<file path="config.mk">
export PLATFORM = sky130hd
export DESIGN_NAME = timer_gate_and_capture
export DESIGN_NICKNAME = d
export VERILOG_FILES = /design/src/design/tgc_pkg.sv /design/src/design/capture_unit.sv /design/src/design/timer_gate_and_capture.sv
export SDC_FILE = /design/constraint.sdc
export NUM_CORES = 1
export LEC_CHECK = 0
export BUFFER_PORTS_ARGS = -buffer_cell sky130_fd_sc_hd__buf_4
export CAP_MARGIN = 20
export CORE_MARGIN = 4
export CORE_UTILIZATION = 57
export CTS_CLUSTER_SIZE = 8
export DETAILED_ROUTE_END_ITERATION = 8
export PLACE_DENSITY = 0.83
export SETUP_SLACK_MARGIN = 0.15
export SYNTH_ARGS = -nofsm -noshare
export SYNTH_HDL_FRONTEND = slang
export SYNTH_HIERARCHICAL = 1
export SYNTH_SLANG_ARGS = --single-unit
export TNS_END_PERCENT = 50
</file>
<file path="constraint.sdc">
create_clock -name i_sys_clk -period 5.66 [get_ports i_sys_clk]
set_clock_uncertainty 0.15 [all_clocks]
set_input_delay 0.849 -clock i_sys_clk [delete_from_list [all_inputs] [get_ports i_sys_clk]]
set_output_delay 0.849 -clock i_sys_clk [all_outputs]
set_load 0.02 [all_outputs]
</file>
<file path="src/design/tgc_pkg.sv">
// Package with register map, field positions, reset values and modes of the gate and capture block
package tgc_pkg;
    localparam logic [7:0] OFS_GATE_CTRL = 8'h00;
    localparam logic [7:0] OFS_MAIN_TIMER = 8'h04;
    localparam logic [7:0] OFS_CAPTURE = 8'h08;
    localparam logic [7:0] OFS_CAPTURE_CTRL = 8'h0c;
    localparam logic [7:0] OFS_IRQ_FLAG = 8'h10;
    localparam logic [7:0] OFS_IRQ_ENABLE = 8'h14;

    localparam int GC_SOURCE_LSB = 0;
    localparam int GC_LEVEL_BIT = 2;
    localparam int GC_ARMED_BIT = 3;
    localparam int GC_SINGLE_BIT = 4;
    localparam int GC_TOGGLE_BIT = 5;
    localparam int GC_POLARITY_BIT = 6;
    localparam int GC_ENABLE_BIT = 7;
    localparam int GC_TIMER_ON_BIT = 8;
    localparam int IRQ_GATE_BIT = 0;
    localparam int IRQ_CAPTURE_BIT = 1;

    localparam logic [3:0] CAP_OFF = 4'h0;
    localparam logic [3:0] CAP_FALL = 4'h4;
    localparam logic [3:0] CAP_RISE = 4'h5;
    localparam logic [3:0] CAP_RISE4 = 4'h6;
    localparam logic [3:0] CAP_RISE16 = 4'h7;
    localparam logic [3:0] CAP_PRE4_LAST = 4'h3;
    localparam logic [3:0] CAP_PRE16_LAST = 4'hf;

    localparam logic [7:0] OVF_FROM = 8'hff;
    localparam logic [7:0] OVF_TO = 8'h00;
    localparam logic [31:0] RESET_WORD = 32'h0000_0000;

    typedef enum logic [1:0] {
        SRC_PIN = 2'b00,
        SRC_OVERFLOW = 2'b01,
        SRC_CMP1 = 2'b10,
        SRC_CMP2 = 2'b11
    } gate_src_t;

    typedef enum logic [1:0] {
        SP_IDLE = 2'b00,
        SP_WAIT = 2'b01,
        SP_RUN = 2'b10
    } sp_state_t;

    typedef struct packed {
        logic timer_on;
        logic gate_enable;
        logic gate_polarity;
        logic gate_toggle_enable;
        logic gate_single_pulse_enable;
        gate_src_t gate_source_select;
    } gate_ctrl_t;

    typedef struct packed {
        logic cmp1_out;
        logic cmp1_sync_en;
        logic cmp2_out;
        logic cmp2_sync_en;
    } cmp_in_t;
endpackage

</file>
<file path="src/design/capture_unit.sv">
// Capture event detector with edge select and rising-edge prescaler
`timescale 1ns/1ns
module capture_unit
    import tgc_pkg::*;
(
    input wire logic i_sys_clk,
    input wire logic i_rst,
    input wire logic i_pin_level,
    input wire logic [3:0] i_mode,
    output logic o_event
);
    logic pin_prev;
    logic [3:0] pre_cnt;
    logic next_pin_prev;
    logic [3:0] next_pre_cnt;
    logic rise;
    logic fall;

    function automatic logic pre_hit(input logic [3:0] cnt, input logic [3:0] last);
        pre_hit = (cnt == last);
    endfunction

    always_comb begin
        rise = i_pin_level & ~pin_prev;
        fall = ~i_pin_level & pin_prev;
        next_pin_prev = i_pin_level;
        next_pre_cnt = pre_cnt;
        o_event = 1'b0;
        case (i_mode)
            CAP_FALL: begin
                o_event = fall;
            end
            CAP_RISE: begin
                o_event = rise;
            end
            CAP_RISE4: begin
                if (rise) begin
                    o_event = pre_hit(pre_cnt, CAP_PRE4_LAST);
                    next_pre_cnt = o_event ? 4'h0 : pre_cnt + 4'h1;
                end
            end
            CAP_RISE16: begin
                if (rise) begin
                    o_event = pre_hit(pre_cnt, CAP_PRE16_LAST);
                    next_pre_cnt = o_event ? 4'h0 : pre_cnt + 4'h1;
                end
            end
            default: begin
                next_pre_cnt = 4'h0;
            end
        endcase
    end

    always_ff @(posedge i_sys_clk) begin
        if (i_rst) begin
            pin_prev <= 1'b0;
            pre_cnt <= 4'h0;
        end else begin
            pin_prev <= next_pin_prev;
            pre_cnt <= next_pre_cnt;
        end
    end
endmodule

</file>
<file path="src/design/timer_gate_and_capture.sv">
// Main timer gate control, gate status and event flag, and capture unit behind APB
`timescale 1ns/1ns
// Behaviour
// - Two-bit select picks gate source
// - Polarity bit applies to chosen source
// - Overflow timer rollover makes gate pulse
// - Comparator gate synced or raw per config
// - Toggle mode flips on each incrementing edge
// - Toggle disabled holds flip-flop at zero
// - Arm single pulse; starts on next edge
// - Trailing edge disarms; blocks later gate events
// - Toggle plus single pulse measures one cycle
// - Gate level readable even gating disabled
// - Gate level falling edge sets flag, interrupt
// - Gate flag works with gating disabled
// - Capture copies sixteen-bit timer value
// - Mode picks falling, rising, 4th, 16th
// - Capture flag set by hardware, software clears
// - New capture overwrites previous value
// - Pin driven as output still triggers capture
module timer_gate_and_capture
    import tgc_pkg::*;
#(
    parameter int TIMER_W = 16
) (
    input wire logic i_sys_clk,
    input wire logic i_rst,
    input wire logic i_psel,
    input wire logic i_penable,
    input wire logic i_pwrite,
    input wire logic [7:0] i_paddr,
    input wire logic [31:0] i_pwdata,
    output logic [31:0] o_prdata,
    output logic o_pready,
    output logic o_pslverr,
    input wire logic i_gate_input_pin,
    input wire logic [7:0] i_overflow_timer_count,
    input wire cmp_in_t i_cmp,
    input wire logic i_capture_pin,
    input wire logic i_pin_direction_bit,
    input wire logic i_port_latch,
    output logic [TIMER_W-1:0] o_main_timer,
    output logic o_gate_irq,
    output logic o_capture_irq
);
    if (TIMER_W != 16) begin : g_width_check
        $error("TIMER_W must be 16");
    end

    gate_ctrl_t ctrl;
    gate_ctrl_t next_ctrl;
    sp_state_t sp_state;
    sp_state_t next_sp_state;
    logic [3:0] capture_mode_select;
    logic [3:0] next_capture_mode_select;
    logic [1:0] irq_enable_reg;
    logic [1:0] next_irq_enable_reg;
    logic gate_event_flag;
    logic next_gate_event_flag;
    logic capture_flag;
    logic next_capture_flag;
    logic [TIMER_W-1:0] next_main_timer;
    logic [TIMER_W-1:0] capture_reg;
    logic [TIMER_W-1:0] next_capture_reg;
    logic [7:0] ovf_prev;
    logic cmp1_sync;
    logic cmp2_sync;
    logic gate_in_prev;
    logic toggle_ff;
    logic next_toggle_ff;
    logic toggled_prev;
    logic gate_level_status;
    logic next_gate_level_status;
    logic next_gate_irq;
    logic next_capture_irq;
    logic [31:0] next_prdata;
    logic next_pready;
    logic next_pslverr;
    logic overflow_pulse;
    logic cmp1_sel;
    logic cmp2_sel;
    logic gate_raw;
    logic gate_in;
    logic gate_in_rise;
    logic toggled;
    logic toggled_rise;
    logic count_en;
    logic wr;
    logic capture_event;
    logic capture_pin_level;

    function automatic logic addr_hit(input logic [7:0] addr, input logic [7:0] ofs);
        addr_hit = (addr == ofs);
    endfunction

    assign wr = i_psel & i_penable & o_pready & i_pwrite;
    assign capture_pin_level = i_pin_direction_bit ? i_capture_pin : i_port_latch;

    // Capture edge detector and prescaler
    capture_unit u_capture (
        .i_sys_clk(i_sys_clk),
        .i_rst(i_rst),
        .i_pin_level(capture_pin_level),
        .i_mode(capture_mode_select),
        .o_event(capture_event)
    );

    // Gate source path
    always_comb begin
        overflow_pulse = (ovf_prev == OVF_FROM) && (i_overflow_timer_count == OVF_TO);
        cmp1_sel = i_cmp.cmp1_sync_en ? cmp1_sync : i_cmp.cmp1_out;
        cmp2_sel = i_cmp.cmp2_sync_en ? cmp2_sync : i_cmp.cmp2_out;
        case (ctrl.gate_source_select)
            SRC_PIN: gate_raw = i_gate_input_pin;
            SRC_OVERFLOW: gate_raw = overflow_pulse;
            SRC_CMP1: gate_raw = cmp1_sel;
            SRC_CMP2: gate_raw = cmp2_sel;
            default: gate_raw = 1'b0;
        endcase
        gate_in = ctrl.gate_polarity ? gate_raw : ~gate_raw;
        gate_in_rise = gate_in & ~gate_in_prev;
        // Toggle stage
        if (ctrl.gate_toggle_enable) begin
            next_toggle_ff = toggle_ff ^ gate_in_rise;
        end else begin
            next_toggle_ff = 1'b0;
        end
        toggled = ctrl.gate_toggle_enable ? toggle_ff : gate_in;
        toggled_rise = toggled & ~toggled_prev;
    end

    // Control, status and timer state
    always_comb begin
        next_ctrl = ctrl;
        next_sp_state = sp_state;
        next_capture_mode_select = capture_mode_select;
        next_irq_enable_reg = irq_enable_reg;
        next_capture_reg = capture_reg;
        next_main_timer = o_main_timer;
        // Single-pulse sequencing, chained after the toggle stage
        case (sp_state)
            SP_WAIT: begin
                if (toggled_rise) begin
                    next_sp_state = SP_RUN;
                end
            end
            SP_RUN: begin
                if (!toggled) begin
                    next_sp_state = SP_IDLE;
                end
            end
            default: begin
                next_sp_state = SP_IDLE;
            end
        endcase
        if (ctrl.gate_single_pulse_enable) begin
            next_gate_level_status = (sp_state == SP_WAIT && toggled_rise)
                || (sp_state == SP_RUN && toggled);
        end else begin
            next_gate_level_status = toggled;
        end
        count_en = ctrl.timer_on && (!ctrl.gate_enable || gate_level_status);
        if (count_en) begin
            next_main_timer = o_main_timer + 16'h0001;
        end
        next_gate_event_flag = gate_event_flag;
        next_capture_flag = capture_flag;
        // Register writes
        if (wr) begin
            if (addr_hit(i_paddr, OFS_GATE_CTRL)) begin
                next_ctrl.timer_on = i_pwdata[GC_TIMER_ON_BIT];
                next_ctrl.gate_enable = i_pwdata[GC_ENABLE_BIT];
                next_ctrl.gate_polarity = i_pwdata[GC_POLARITY_BIT];
                next_ctrl.gate_toggle_enable = i_pwdata[GC_TOGGLE_BIT];
                next_ctrl.gate_single_pulse_enable = i_pwdata[GC_SINGLE_BIT];
                next_ctrl.gate_source_select = gate_src_t'(i_pwdata[GC_SOURCE_LSB +: 2]);
                if (!i_pwdata[GC_ARMED_BIT]) begin
                    next_sp_state = SP_IDLE;
                end else if (sp_state == SP_IDLE) begin
                    next_sp_state = SP_WAIT;
                end
            end
            if (addr_hit(i_paddr, OFS_MAIN_TIMER)) begin
                next_main_timer = i_pwdata[TIMER_W-1:0];
            end
            if (addr_hit(i_paddr, OFS_CAPTURE_CTRL)) begin
                next_capture_mode_select = i_pwdata[3:0];
            end
            if (addr_hit(i_paddr, OFS_IRQ_FLAG)) begin
                if (i_pwdata[IRQ_GATE_BIT]) begin
                    next_gate_event_flag = 1'b0;
                end
                if (i_pwdata[IRQ_CAPTURE_BIT]) begin
                    next_capture_flag = 1'b0;
                end
            end
            if (addr_hit(i_paddr, OFS_IRQ_ENABLE)) begin
                next_irq_enable_reg = i_pwdata[1:0];
            end
        end
        // Hardware sets override a same-cycle clear
        if (gate_level_status && !next_gate_level_status) begin
            next_gate_event_flag = 1'b1;
        end
        if (capture_event) begin
            next_capture_reg = o_main_timer;
            next_capture_flag = 1'b1;
        end
        next_gate_irq = next_gate_event_flag & next_irq_enable_reg[IRQ_GATE_BIT];
        next_capture_irq = next_capture_flag & next_irq_enable_reg[IRQ_CAPTURE_BIT];
    end

    // APB slave: one wait state, read data built during the first access cycle
    always_comb begin
        next_pready = i_psel && i_penable && !o_pready;
        next_pslverr = 1'b0;
        next_prdata = o_prdata;
        if (i_psel && i_penable && !o_pready) begin
            next_prdata = RESET_WORD;
            case (i_paddr)
                OFS_GATE_CTRL: begin
                    next_prdata[GC_TIMER_ON_BIT] = ctrl.timer_on;
                    next_prdata[GC_ENABLE_BIT] = ctrl.gate_enable;
                    next_prdata[GC_POLARITY_BIT] = ctrl.gate_polarity;
                    next_prdata[GC_TOGGLE_BIT] = ctrl.gate_toggle_enable;
                    next_prdata[GC_SINGLE_BIT] = ctrl.gate_single_pulse_enable;
                    next_prdata[GC_ARMED_BIT] = (sp_state != SP_IDLE);
                    next_prdata[GC_LEVEL_BIT] = gate_level_status;
                    next_prdata[GC_SOURCE_LSB +: 2] = ctrl.gate_source_select;
                end
                OFS_MAIN_TIMER: next_prdata[TIMER_W-1:0] = o_main_timer;
                OFS_CAPTURE: next_prdata[TIMER_W-1:0] = capture_reg;
                OFS_CAPTURE_CTRL: next_prdata[3:0] = capture_mode_select;
                OFS_IRQ_FLAG: begin
                    next_prdata[IRQ_GATE_BIT] = gate_event_flag;
                    next_prdata[IRQ_CAPTURE_BIT] = capture_flag;
                end
                OFS_IRQ_ENABLE: next_prdata[1:0] = irq_enable_reg;
                default: next_pslverr = 1'b1;
            endcase
        end else if (o_pready) begin
            next_pslverr = 1'b0;
        end
    end

    // APB answer registers
    always_ff @(posedge i_sys_clk) begin
        if (i_rst) begin
            o_prdata <= RESET_WORD;
            o_pready <= 1'b0;
            o_pslverr <= 1'b0;
        end else begin
            o_prdata <= next_prdata;
            o_pready <= next_pready;
            o_pslverr <= next_pslverr;
        end
    end

    // Gate, timer, flag and capture registers
    always_ff @(posedge i_sys_clk) begin
        if (i_rst) begin
            ctrl <= '0;
            sp_state <= SP_IDLE;
            capture_mode_select <= CAP_OFF;
            irq_enable_reg <= 2'h0;
            gate_event_flag <= 1'b0;
            capture_flag <= 1'b0;
            capture_reg <= 16'h0000;
            o_main_timer <= 16'h0000;
            ovf_prev <= 8'h00;
            cmp1_sync <= 1'b0;
            cmp2_sync <= 1'b0;
            gate_in_prev <= 1'b0;
            toggle_ff <= 1'b0;
            toggled_prev <= 1'b0;
            gate_level_status <= 1'b0;
            o_gate_irq <= 1'b0;
            o_capture_irq <= 1'b0;
        end else begin
            ctrl <= next_ctrl;
            sp_state <= next_sp_state;
            capture_mode_select <= next_capture_mode_select;
            irq_enable_reg <= next_irq_enable_reg;
            gate_event_flag <= next_gate_event_flag;
            capture_flag <= next_capture_flag;
            capture_reg <= next_capture_reg;
            o_main_timer <= next_main_timer;
            ovf_prev <= i_overflow_timer_count;
            cmp1_sync <= i_cmp.cmp1_out;
            cmp2_sync <= i_cmp.cmp2_out;
            gate_in_prev <= gate_in;
            toggle_ff <= next_toggle_ff;
            toggled_prev <= toggled;
            gate_level_status <= next_gate_level_status;
            o_gate_irq <= next_gate_irq;
            o_capture_irq <= next_capture_irq;
        end
    end
endmodule

</file>
==> metrics.yaml, run 1 <==
place_inst: 608
gp_congestion: 0.8368
hold_violations: 0
ys_types: 53
hold_end: "o_prdata[9]"
drtIter0Drc: 218
setup_viol: 0
vias: 3473
syn_area_sq_um: 4164
first_global_vias: 3268
power_mw: 1.132
maxCapViolCount: 0
numPortBuffers: 80
coreArea_sq_um: 6944
synth.most_common_cell: "dfxtp_1"
r2r_slack_ps: 2860
drt_wl_total_mm: 9.581
p_leak_nw: 1.973
num-fill-cells: 552
setup_ws_ps: 2620
synthArstFlopShare_pct: 0
relSlewSlack_pct: 29.23
synth_fa_ha_area_share_pct: 1.502
synth_flop_cell: "dfxtp_1"
hold_depth: 2
fmax_mhz: 329.0
htree_levels: 3
synth_compound_area_share_pct: 10.88
synth_top_cells_by_count: "dfxtp_1, nor2_1, mux2i_1"
critPathSlowestCell: "o21ba_1"
cts_setup_buffers: 0
clk_latency_ps: 360
period_needed_ps: 3040
synth_top_cell_by_area: "dfxtp_1"
antenna_found_initial: 0
synth_seq_cells: 88
post_cts_resized: 0
ir_drop_mv: 0.1495
setup.worst_path.class: "in -> reg"
synthSimpleGateAreaFrac_pct: 23.53
ys_seq_area_share_pct: 42.31
wl_per_cell_um: 15.33
grt_util_all_layers_pct: 22.77
crit_path_max_fanout: 17
cp-start-kind: "primary input"
die_w_um: 93.47
ant_nets: 0
worstReg2RegStart: "u_capture/pre_cnt[0]"
critPathRequiredTime_ps: 5730
critical_path.cell_chain: "buf_4 -> mux2_2 -> or3b_2 -> a21oi_1 -> o21ba_1 -> mux2i_1 -> nor2_1"
initial_core_util_pct: 59.96
powerDensity_nw_per_um2: 229.7
cts_tree: "built"
status: "completed"
synth.avg_cell_area_sq_um: 9.052
area_growth_pct: 18.33
clockBufferDepth: 2
overflow: 0
r2r.worst_path.cells: 6
drc: 0
ys_top_cells_by_area: "dfxtp_1, mux2i_1, nor2_1"
ios: 113
synthCells: 460
slew_violations: 0
pre_cts_ws_ps: 2169
fp.dieH_um: 93.47
cp.arrival_ps: 3110
grt_pass1_wl_mm: 15.78
yosysTopAreaCellShare_pct: 42.31
cts_hold_buf: 0
routed_via_density: 5.557
final_cell_area_sq_um: 4927
worst_setup_path_end_kind: "flop"
cts.reportedPaths.clkPinSlew_ps: 90
cts.sinks: 88
dp_hpwl_mm: 6.792
setup-tns-final_ps: 0
first_pass_iters: 4
worst_slew_pin_slew_ps: 1062
crit_path_max_incr_delay_ps: 840
worstHoldPathType: "reg -> reg"
finalNonFillerCells: 625
r2r-end: "capture_reg[6]"
placed_area_sq_um: 4723
finalCritPeriodShare_pct: 53.71
hold_start: "o_prdata[9]"
layout.nets: 590
rsz0062_at_grt: "false"
drive_above_1_share_pct: 21.93
synth_edf_count: 0
cts_inserted_buffers: 9
clockRootBuffer: "clkbuf_8"
synth_top_family_by_area: "simple AND/OR/NAND/NOR gates"
placementRows: 30
synth_mux_area_share_pct: 12.38
synth_xor_area_share_pct: 3.155
grt_max_degree: 81
synth_warnings: 6
dieArea_sq_um: 8737
n_antenna_cell: 0
-- power breakdown --
part / internal (mW) / total, mW / switching (mW)
clock network: 0.204 / 0.422 / 0.219
registers: 0.626 / 0.629 / 0.00303
logic: 0.0342 / 0.0807 / 0.0464
-- per-layer routing --
| layer | vias to the layer above | GRT usage, % | part of all wire (%) |
|---|---|---|---|
| met4 | 0 | 9.402 | 1.6 |
| met2 | 133 | 35.02 | 45 |
| met1 | 1614 | 31.17 | 45 |
| met5 | - | 0 | 0 |
| li1 | 1711 | - | - |
| met3 | 15 | 4.505 | 8.0 |
-- worst max path at each step --
stage | start | endpoint | slack (ps)
finish | i_pin_direction_bit | capture_reg[6] | 2620
global placement | i_paddr[7] | o_main_timer[7] | 2210
CTS | i_paddr[7] | o_main_timer[0] | 2530
floorplan | i_pin_direction_bit | capture_reg[7] | 2420
global route | i_pin_direction_bit | capture_reg[4] | 2540
detailed placement | i_paddr[7] | o_main_timer[0] | 2170
-- kinds of logic after synthesis --
| kind of cell | after synthesis |
|---|---|
| adder cells (fa/ha/maj) | 5 |
| AND/OR/NAND/NOR | 187 |
| AO/OA/AOI/OAI | 67 |
| multiplexers | 46 |
| other | 1 |
| flip-flops | 88 |
| buffers and inverters | 51 |
| XOR/XNOR | 15 |
-- critical path: cells and delay by family --
family / cells / cell delay [ps]
multiplexers: 2 / 660
buffers and inverters: 1 / 80
AO/OA/AOI/OAI: 2 / 1010
AND/OR/NAND/NOR: 2 / 510
-- layout by cell type (no fill, tap or decap), types with 8 or more instances in the layout --
cell type and n:
conb_1 16, nand3_1 26, nand2_1 32, mux2i_1 38, a21oi_1 21, xnor2_1 8, nor2b_1 17, o21ai_0 9
buf_4 81, clkbuf_8 9, dfxtp_1 88, a211oi_1 14, nor2_1 63
-- stage by stage --
step	hold WS (ps)	utilization (%)
floorplan	304.6	-
global placement	290.8	68.02
detailed placement	296.8	68.02
CTS	309.0	70.74
global route	319.6	70.96
finish	307.1	70.96
-- final cells by class --
type	instances	area [sq um]	share of cell area (%)
clock buffer	11	131.4	2.666
sequential	88	1762	35.75
timing repair buffer	82	623.1	12.65
inverter	7	26.28	0.5333
clock inverter	5	57.56	1.168
multi-input combinational	336	2207	44.79
tap	96	120.1	2.438
(Power assumes the default switching activity.)
==> inputs of run 2 (changes only) <==
--- a/config.mk
+++ b/config.mk
@@ -8,10 +8,10 @@
 export BUFFER_PORTS_ARGS = -buffer_cell sky130_fd_sc_hd__buf_4
 export CAP_MARGIN = 20
 export CORE_MARGIN = 4
-export CORE_UTILIZATION = 57
+export CORE_UTILIZATION = 52
 export CTS_CLUSTER_SIZE = 8
 export DETAILED_ROUTE_END_ITERATION = 8
-export PLACE_DENSITY = 0.83
+export PLACE_DENSITY = 0.76
 export SETUP_SLACK_MARGIN = 0.15
 export SYNTH_ARGS = -nofsm -noshare
 export SYNTH_HDL_FRONTEND = slang
==> constraint.sdc (replaced) <==
create_clock -name i_sys_clk -period 3.1 [get_ports i_sys_clk]
set_clock_uncertainty 0.15 [all_clocks]
set_input_delay 0.465 -clock i_sys_clk [delete_from_list [all_inputs] [get_ports i_sys_clk]]
set_output_delay 0.465 -clock i_sys_clk [all_outputs]
set_load 0.02 [all_outputs]
==> run 2 against run 1 <==
Effect of this change:
- sequential power increased by 83%
- global-route usage is 2.4 points lower
- cell count rose by 1.4%
- power increased by 99%
- largest cell class unchanged
==> metrics.yaml, run 2 (synthesis results as in run 1) <==
status: "completed"
r2r_slack_ps: 720  # -2140 ps
powerDensity_nw_per_um2: 450.9  # +96%
slew_violations: 0  # unchanged
setup.worst_path.class: "reg -> reg"
worst_hold_slack_ps: 181.4  # -125.7 ps
rsz0062_at_grt: "false"
wl_per_cell_um: 15.35  # +0.10%
placementRows: 32  # +6.7%
drc: 0  # unchanged
crit_path_max_fanout: 6  # -11
fmax_mhz: 420.5
layout.nets: 593  # +0.51%
cts_setup_buffers: 0  # unchanged
fp.dieH_um: 97.49  # +4.3%
drtIter0Drc: 157  # -28%
hold_end: "cmp2_sync"
first_pass_iters: 4  # unchanged
grt_util_all_layers_pct: 20.39  # -2.4 points
dp_hpwl_mm: 7.061  # +4.0%
worstHoldPathType: "in -> reg"
overflow: 0  # unchanged
relSlewSlack_pct: 40.26  # +11 points
r2r-end: "sp_state[0]"
cts.sinks: 88  # unchanged
grt_max_degree: 44  # -46%
period_needed_ps: 2378
pwr-share-clk_pct: 42.6  # +5.3 points
final_cell_area_sq_um: 5006  # +1.6%
setup_viol: 0  # unchanged
cp-start-kind: "flop"
numPortBuffers: 80  # unchanged
ir_drop_mv: 0.2146  # +44%
pre_cts_ws_ps: 425.8  # -1743 ps
cts_hold_buf: 0  # unchanged
drt_wl_total_mm: 9.729  # +1.5%
cts_tree: "built"
clockBufferDepth: 2  # unchanged
r2r.worst_path.cells: 6  # unchanged
initial_core_util_pct: 53.61  # -6.4 points
finalCritPeriodShare_pct: 76.72
gp_congestion: 0.8016  # -4.2%
hold_depth: 2  # unchanged
num-fill-cells: 667  # +21%
place_inst: 618  # +1.6%
swShare_pct: 21.87  # -1.8 points
first_global_vias: 3386  # +3.6%
hold_violations: 0  # unchanged
clk_latency_ps: 350  # about the same
vias: 3472  # -0.029%
pwr-share-seq_pct: 50.8  # -4.8 points
power_mw: 2.257  # +99%
die_w_um: 97.49  # +4.3%
htree_levels: 3  # unchanged
critPathRequiredTime_ps: 3200  # -2530 ps
clockRootBuffer: "clkbuf_8"
setup-tns-final_ps: 0  # unchanged
p_leak_nw: 2.022  # +2.5%
layout_common_cells: "dfxtp_1, buf_4, nor2_1"
power_frac_comb_pct: 6.6  # -0.5 points
p_switching_mw: 0.4937  # +84%
fin_util_pct: 64.45  # -6.5 points
finalNonFillerCells: 634  # +1.4%
worstReg2RegStart: "ctrl[1]"
area_growth_pct: 20.22
ant_nets: 0  # unchanged
p_int_mw: 1.764  # +100%
setup_ws_ps: 721.8  # -1898 ps
routed_via_density: 5.476  # -1.4%
final_common_cell: "dfxtp_1"
maxCapViolCount: 0  # unchanged
grt_pass1_wl_mm: 16.13  # +2.2%
antenna_found_initial: 0  # unchanged
worst_slew_pin_slew_ps: 892.8  # -168.8 ps
dieArea_sq_um: 9503  # +8.8%
cp.arrival_ps: 2480  # -630 ps
placed_area_sq_um: 4761  # +0.79%
n_antenna_cell: 0  # unchanged
ios: 113  # unchanged
coreArea_sq_um: 7767  # +12%
drive_above_1_share_pct: 22.56  # +0.63 points
post_cts_resized: 0  # unchanged
cts.reportedPaths.clkPinSlew_ps: 80  # about the same
cts_inserted_buffers: 9  # unchanged
hold_start: "i_cmp[1]"
worst_setup_path_end_kind: "flop"
[run 2: how the worst max path moves through the flow]
stage	startpoint	to	slack [ps]
floorplan	i_pin_direction_bit	capture_reg[7]	250
global placement	i_cmp[2]	sp_state[0]	500
detailed placement	i_overflow_timer_count[1]	sp_state[0]	430
CTS	cmp1_sync	sp_state[0]	730
global route	ctrl[0]	sp_state[0]	590
finish	ctrl[1]	sp_state[0]	720
[run 2: power groups by stage]
stage / clock network [mW] / logic [mW] / registers [mW]
after global routing: 1.02 / 0.161 / 1.15
after detailed placement: 0 / 0.148 / 1.17
after floorplan: 0 / 0.0956 / 1.18
after CTS: 0.973 / 0.148 / 1.15
after global placement: 0 / 0.146 / 1.17
final: 0.961 / 0.148 / 1.15
[run 2: routing by layer]
metal	global-route usage (%)	share of wire (%)	vias up	routed length, um
li1	-	-	1715	-
met1	28.43	46	1632	4505
met2	31.37	47	110	4539
met3	4.020	5.3	15	519
met4	7.242	1.7	0	164
met5	0	0	-	0
[run 2: area by class of cell]
class / instances / area (sq um) / share of cell area (%)
clock buffer: 11 / 141.4 / 2.824
multi-input combinational: 336 / 2207 / 44.09
timing repair buffer: 85 / 638.1 / 12.75
sequential: 88 / 1762 / 35.19
tap: 102 / 127.6 / 2.549
inverter: 7 / 26.28 / 0.5249
clock inverter: 5 / 103.9 / 2.074
[run 2: critical path: stages (launching register included)]
cell	delay (ps)
dfxtp_1	480
nand2b_1	90
o22ai_1	360
and4b_1	280
nor4_4	390
a41oi_1	220
o31ai_1	310
==> inputs of run 3 (changes only) <==
--- a/config.mk
+++ b/config.mk
@@ -8,10 +8,10 @@
 export BUFFER_PORTS_ARGS = -buffer_cell sky130_fd_sc_hd__buf_4
 export CAP_MARGIN = 20
 export CORE_MARGIN = 4
-export CORE_UTILIZATION = 52
+export CORE_UTILIZATION = 47
 export CTS_CLUSTER_SIZE = 8
 export DETAILED_ROUTE_END_ITERATION = 8
-export PLACE_DENSITY = 0.76
+export PLACE_DENSITY = 0.73
 export SETUP_SLACK_MARGIN = 0.15
 export SYNTH_ARGS = -nofsm -noshare
 export SYNTH_HDL_FRONTEND = slang
==> constraint.sdc (replaced) <==
create_clock -name i_sys_clk -period 2 [get_ports i_sys_clk]
set_clock_uncertainty 0.15 [all_clocks]
set_input_delay 0.3 -clock i_sys_clk [delete_from_list [all_inputs] [get_ports i_sys_clk]]
set_output_delay 0.3 -clock i_sys_clk [all_outputs]
set_load 0.02 [all_outputs]
==> run 3 against run 2 <==
Effect of this change:
- the run now ends with setup timing left
- cell count grew 6.2%
- non-clock buffer count grew 33
- clock power increased by 45%
- first-iteration DRC count is 3.8% lower
- die area increased by 9.7%
- power up 51%
- critical endpoint is now capture_reg[4]
- largest cell class unchanged
==> metrics.yaml, run 3 (synthesis results as in run 1) <==
status: "finished with violations"
violations: "setup timing"
setup-tns-final_ps: -648.1  # -648.1 ps
pre_cts_ws_ps: -379.6  # -805.4 ps
cp-start-kind: "flop"
hold_violations: 0  # unchanged
wl_per_cell_um: 15.45  # +0.67%
num-fill-cells: 761  # +14%
first_pass_iters: 4  # unchanged
ir_drop_mv: 0.4148  # +93%
fmax_mhz: 479.0  # +14%
worstHoldPathType: "in -> reg"
dieArea_sq_um: 10430  # +9.7%
overflow: 0  # unchanged
swShare_pct: 23.96  # +2.1 points
cts.reportedPaths.clkPinSlew_ps: 90  # about the same
cts.sinks: 88  # unchanged
power_frac_comb_pct: 7.4  # +0.8 points
worst_setup_path_end_kind: "flop"
layout_common_cells: "buf_4, dfxtp_1, nor2_1"
worst_hold_slack_ps: 11.85  # -169.5 ps
crit_path_max_fanout: 8  # +2
vias: 3545  # +2.1%
rsz0062_at_grt: "true"
p_int_mw: 2.598  # +47%
drive_above_1_share_pct: 32.04  # +9.5 points
relSlewSlack_pct: 67.00  # +27 points
hold_depth: 2  # unchanged
p_switching_mw: 0.8186  # +66%
antenna_found_initial: 0  # unchanged
drtIter0Drc: 151  # -3.8%
drc: 0  # unchanged
initial_core_util_pct: 47.98  # -5.6 points
final_common_cell: "buf_4"
cts_inserted_buffers: 9  # unchanged
pwr-share-seq_pct: 52.0  # +1.2 points
maxCapViolCount: 0  # unchanged
setup_viol: 17  # +17
gp_congestion: 0.8183  # +2.1%
drt_wl_total_mm: 10.40  # +6.9%
place_inst: 650  # +5.2%
ios: 113  # unchanged
setup.worst_path.class: "reg -> reg"
htree_levels: 3  # unchanged
p_leak_nw: 2.208  # +9.2%
setup_ws_ps: -87.77  # -809.6 ps
fp.dieH_um: 102.1  # +4.8%
slew_violations: 0  # unchanged
n_antenna_cell: 0  # unchanged
cts_hold_buf: 0  # unchanged
cts_tree: "built"
grt_util_all_layers_pct: 19.86  # -0.53 points
grt_pass1_wl_mm: 16.50  # +2.3%
first_global_vias: 3394  # +0.24%
clockBufferDepth: 2  # unchanged
ant_nets: 0  # unchanged
clk_latency_ps: 350  # about the same
pwr-share-clk_pct: 40.6  # -2.0 points
powerDensity_nw_per_um2: 628.3  # +39%
die_w_um: 102.1  # +4.8%
finalNonFillerCells: 673  # +6.2%
critPathRequiredTime_ps: 2090  # -1110 ps
coreArea_sq_um: 8678  # +12%
power_mw: 3.417  # +51%
layout.nets: 626  # +5.6%
cp.arrival_ps: 2180  # -300 ps
clockRootBuffer: "clkbuf_8"
finalCritPeriodShare_pct: 104.4  # +28 points
dp_hpwl_mm: 7.548  # +6.9%
period_needed_ps: 2088  # -290.4 ps
worst_slew_pin_slew_ps: 491.2  # -401.6 ps
area_growth_pct: 30.59
numPortBuffers: 80  # unchanged
routed_via_density: 5.267  # -3.8%
placementRows: 34  # +6.3%
r2r.worst_path.cells: 7  # +1
grt_max_degree: 34  # -23%
-- run 3: cell types whose count changed in the layout (fill, tap and decap cells not counted), moves of 3 or more --
cell / delta
dfxtp_1: -6
dfxtp_2: +5
inv_6: +3
a21oi_2: +4
a21oi_1: -4
buf_4: +29
-- run 3: per-layer routing --
metal  track usage (%)  part of all wire (%)  up-vias  wire [um]
met3             3.208                   6.8       15        708
met1             27.70                    44     1638       4590
met2             31.63                    47      106       4934
met4             6.256                   1.6        0        163
met5                 0                     0        -          0
li1                  -                     -     1786          -
-- run 3: final cells by class --
| type | count | area (sq um) | area share (%) |
|---|---|---|---|
| Tap cell | 108 | 135.1 | 2.485 |
| Timing Repair Buffer | 118 | 945.9 | 17.40 |
| Sequential cell | 88 | 1772 | 32.58 |
| Inverter | 7 | 26.28 | 0.4832 |
| Clock inverter | 7 | 100.1 | 1.841 |
| Multi-Input combinational cell | 336 | 2335 | 42.94 |
| Clock buffer | 9 | 123.9 | 2.278 |
-- run 3: worst max-delay path: stages, from the launching register on --
cell and delay, ps:
dfxtp_2 360, ha_4 130, or4b_4 470, a21boi_2 160, o21ba_4 230, clkbuf_16 190
mux2i_1 210, nor2_1 50
-- run 3: repair_timing --
item,in CTS,in global routing
resized for setup,8,14
setup endpoints to repair,25,32
cloned,0,2
pin swaps,1,11
buffers inserted,1,4
-- run 3: path summary, 6_finish.rpt --
check,from,to,slack [ps]
max,u_capture/pre_cnt[0],capture_reg[4],-90
max reg2reg,u_capture/pre_cnt[0],capture_reg[4],-90
min reg2reg,o_prdata[13],o_prdata[13],310
min,i_cmp[1],cmp2_sync,10
-- run 3: metrics by stage --
| step | util (%) | area, sq um |
|---|---|---|
| detailed placement | 58.30 | 5060 |
| global route | 62.66 | 5438 |
| floorplan | - | 4344 |
| CTS | 61.27 | 5318 |
| global placement | 58.30 | 5060 |
| finish | 62.66 | 5438 |
-- run 3: power by group through the flow --
stage	registers, mW	logic [mW]	clock network (mW)
2_1_floorplan	1.82	0.155	0
3_3_place_gp	1.82	0.242	0
3_5_place_dp	1.82	0.246	0
4_1_cts	1.78	0.249	1.41
5_1_grt	1.78	0.275	1.49
6_report	1.78	0.253	1.39
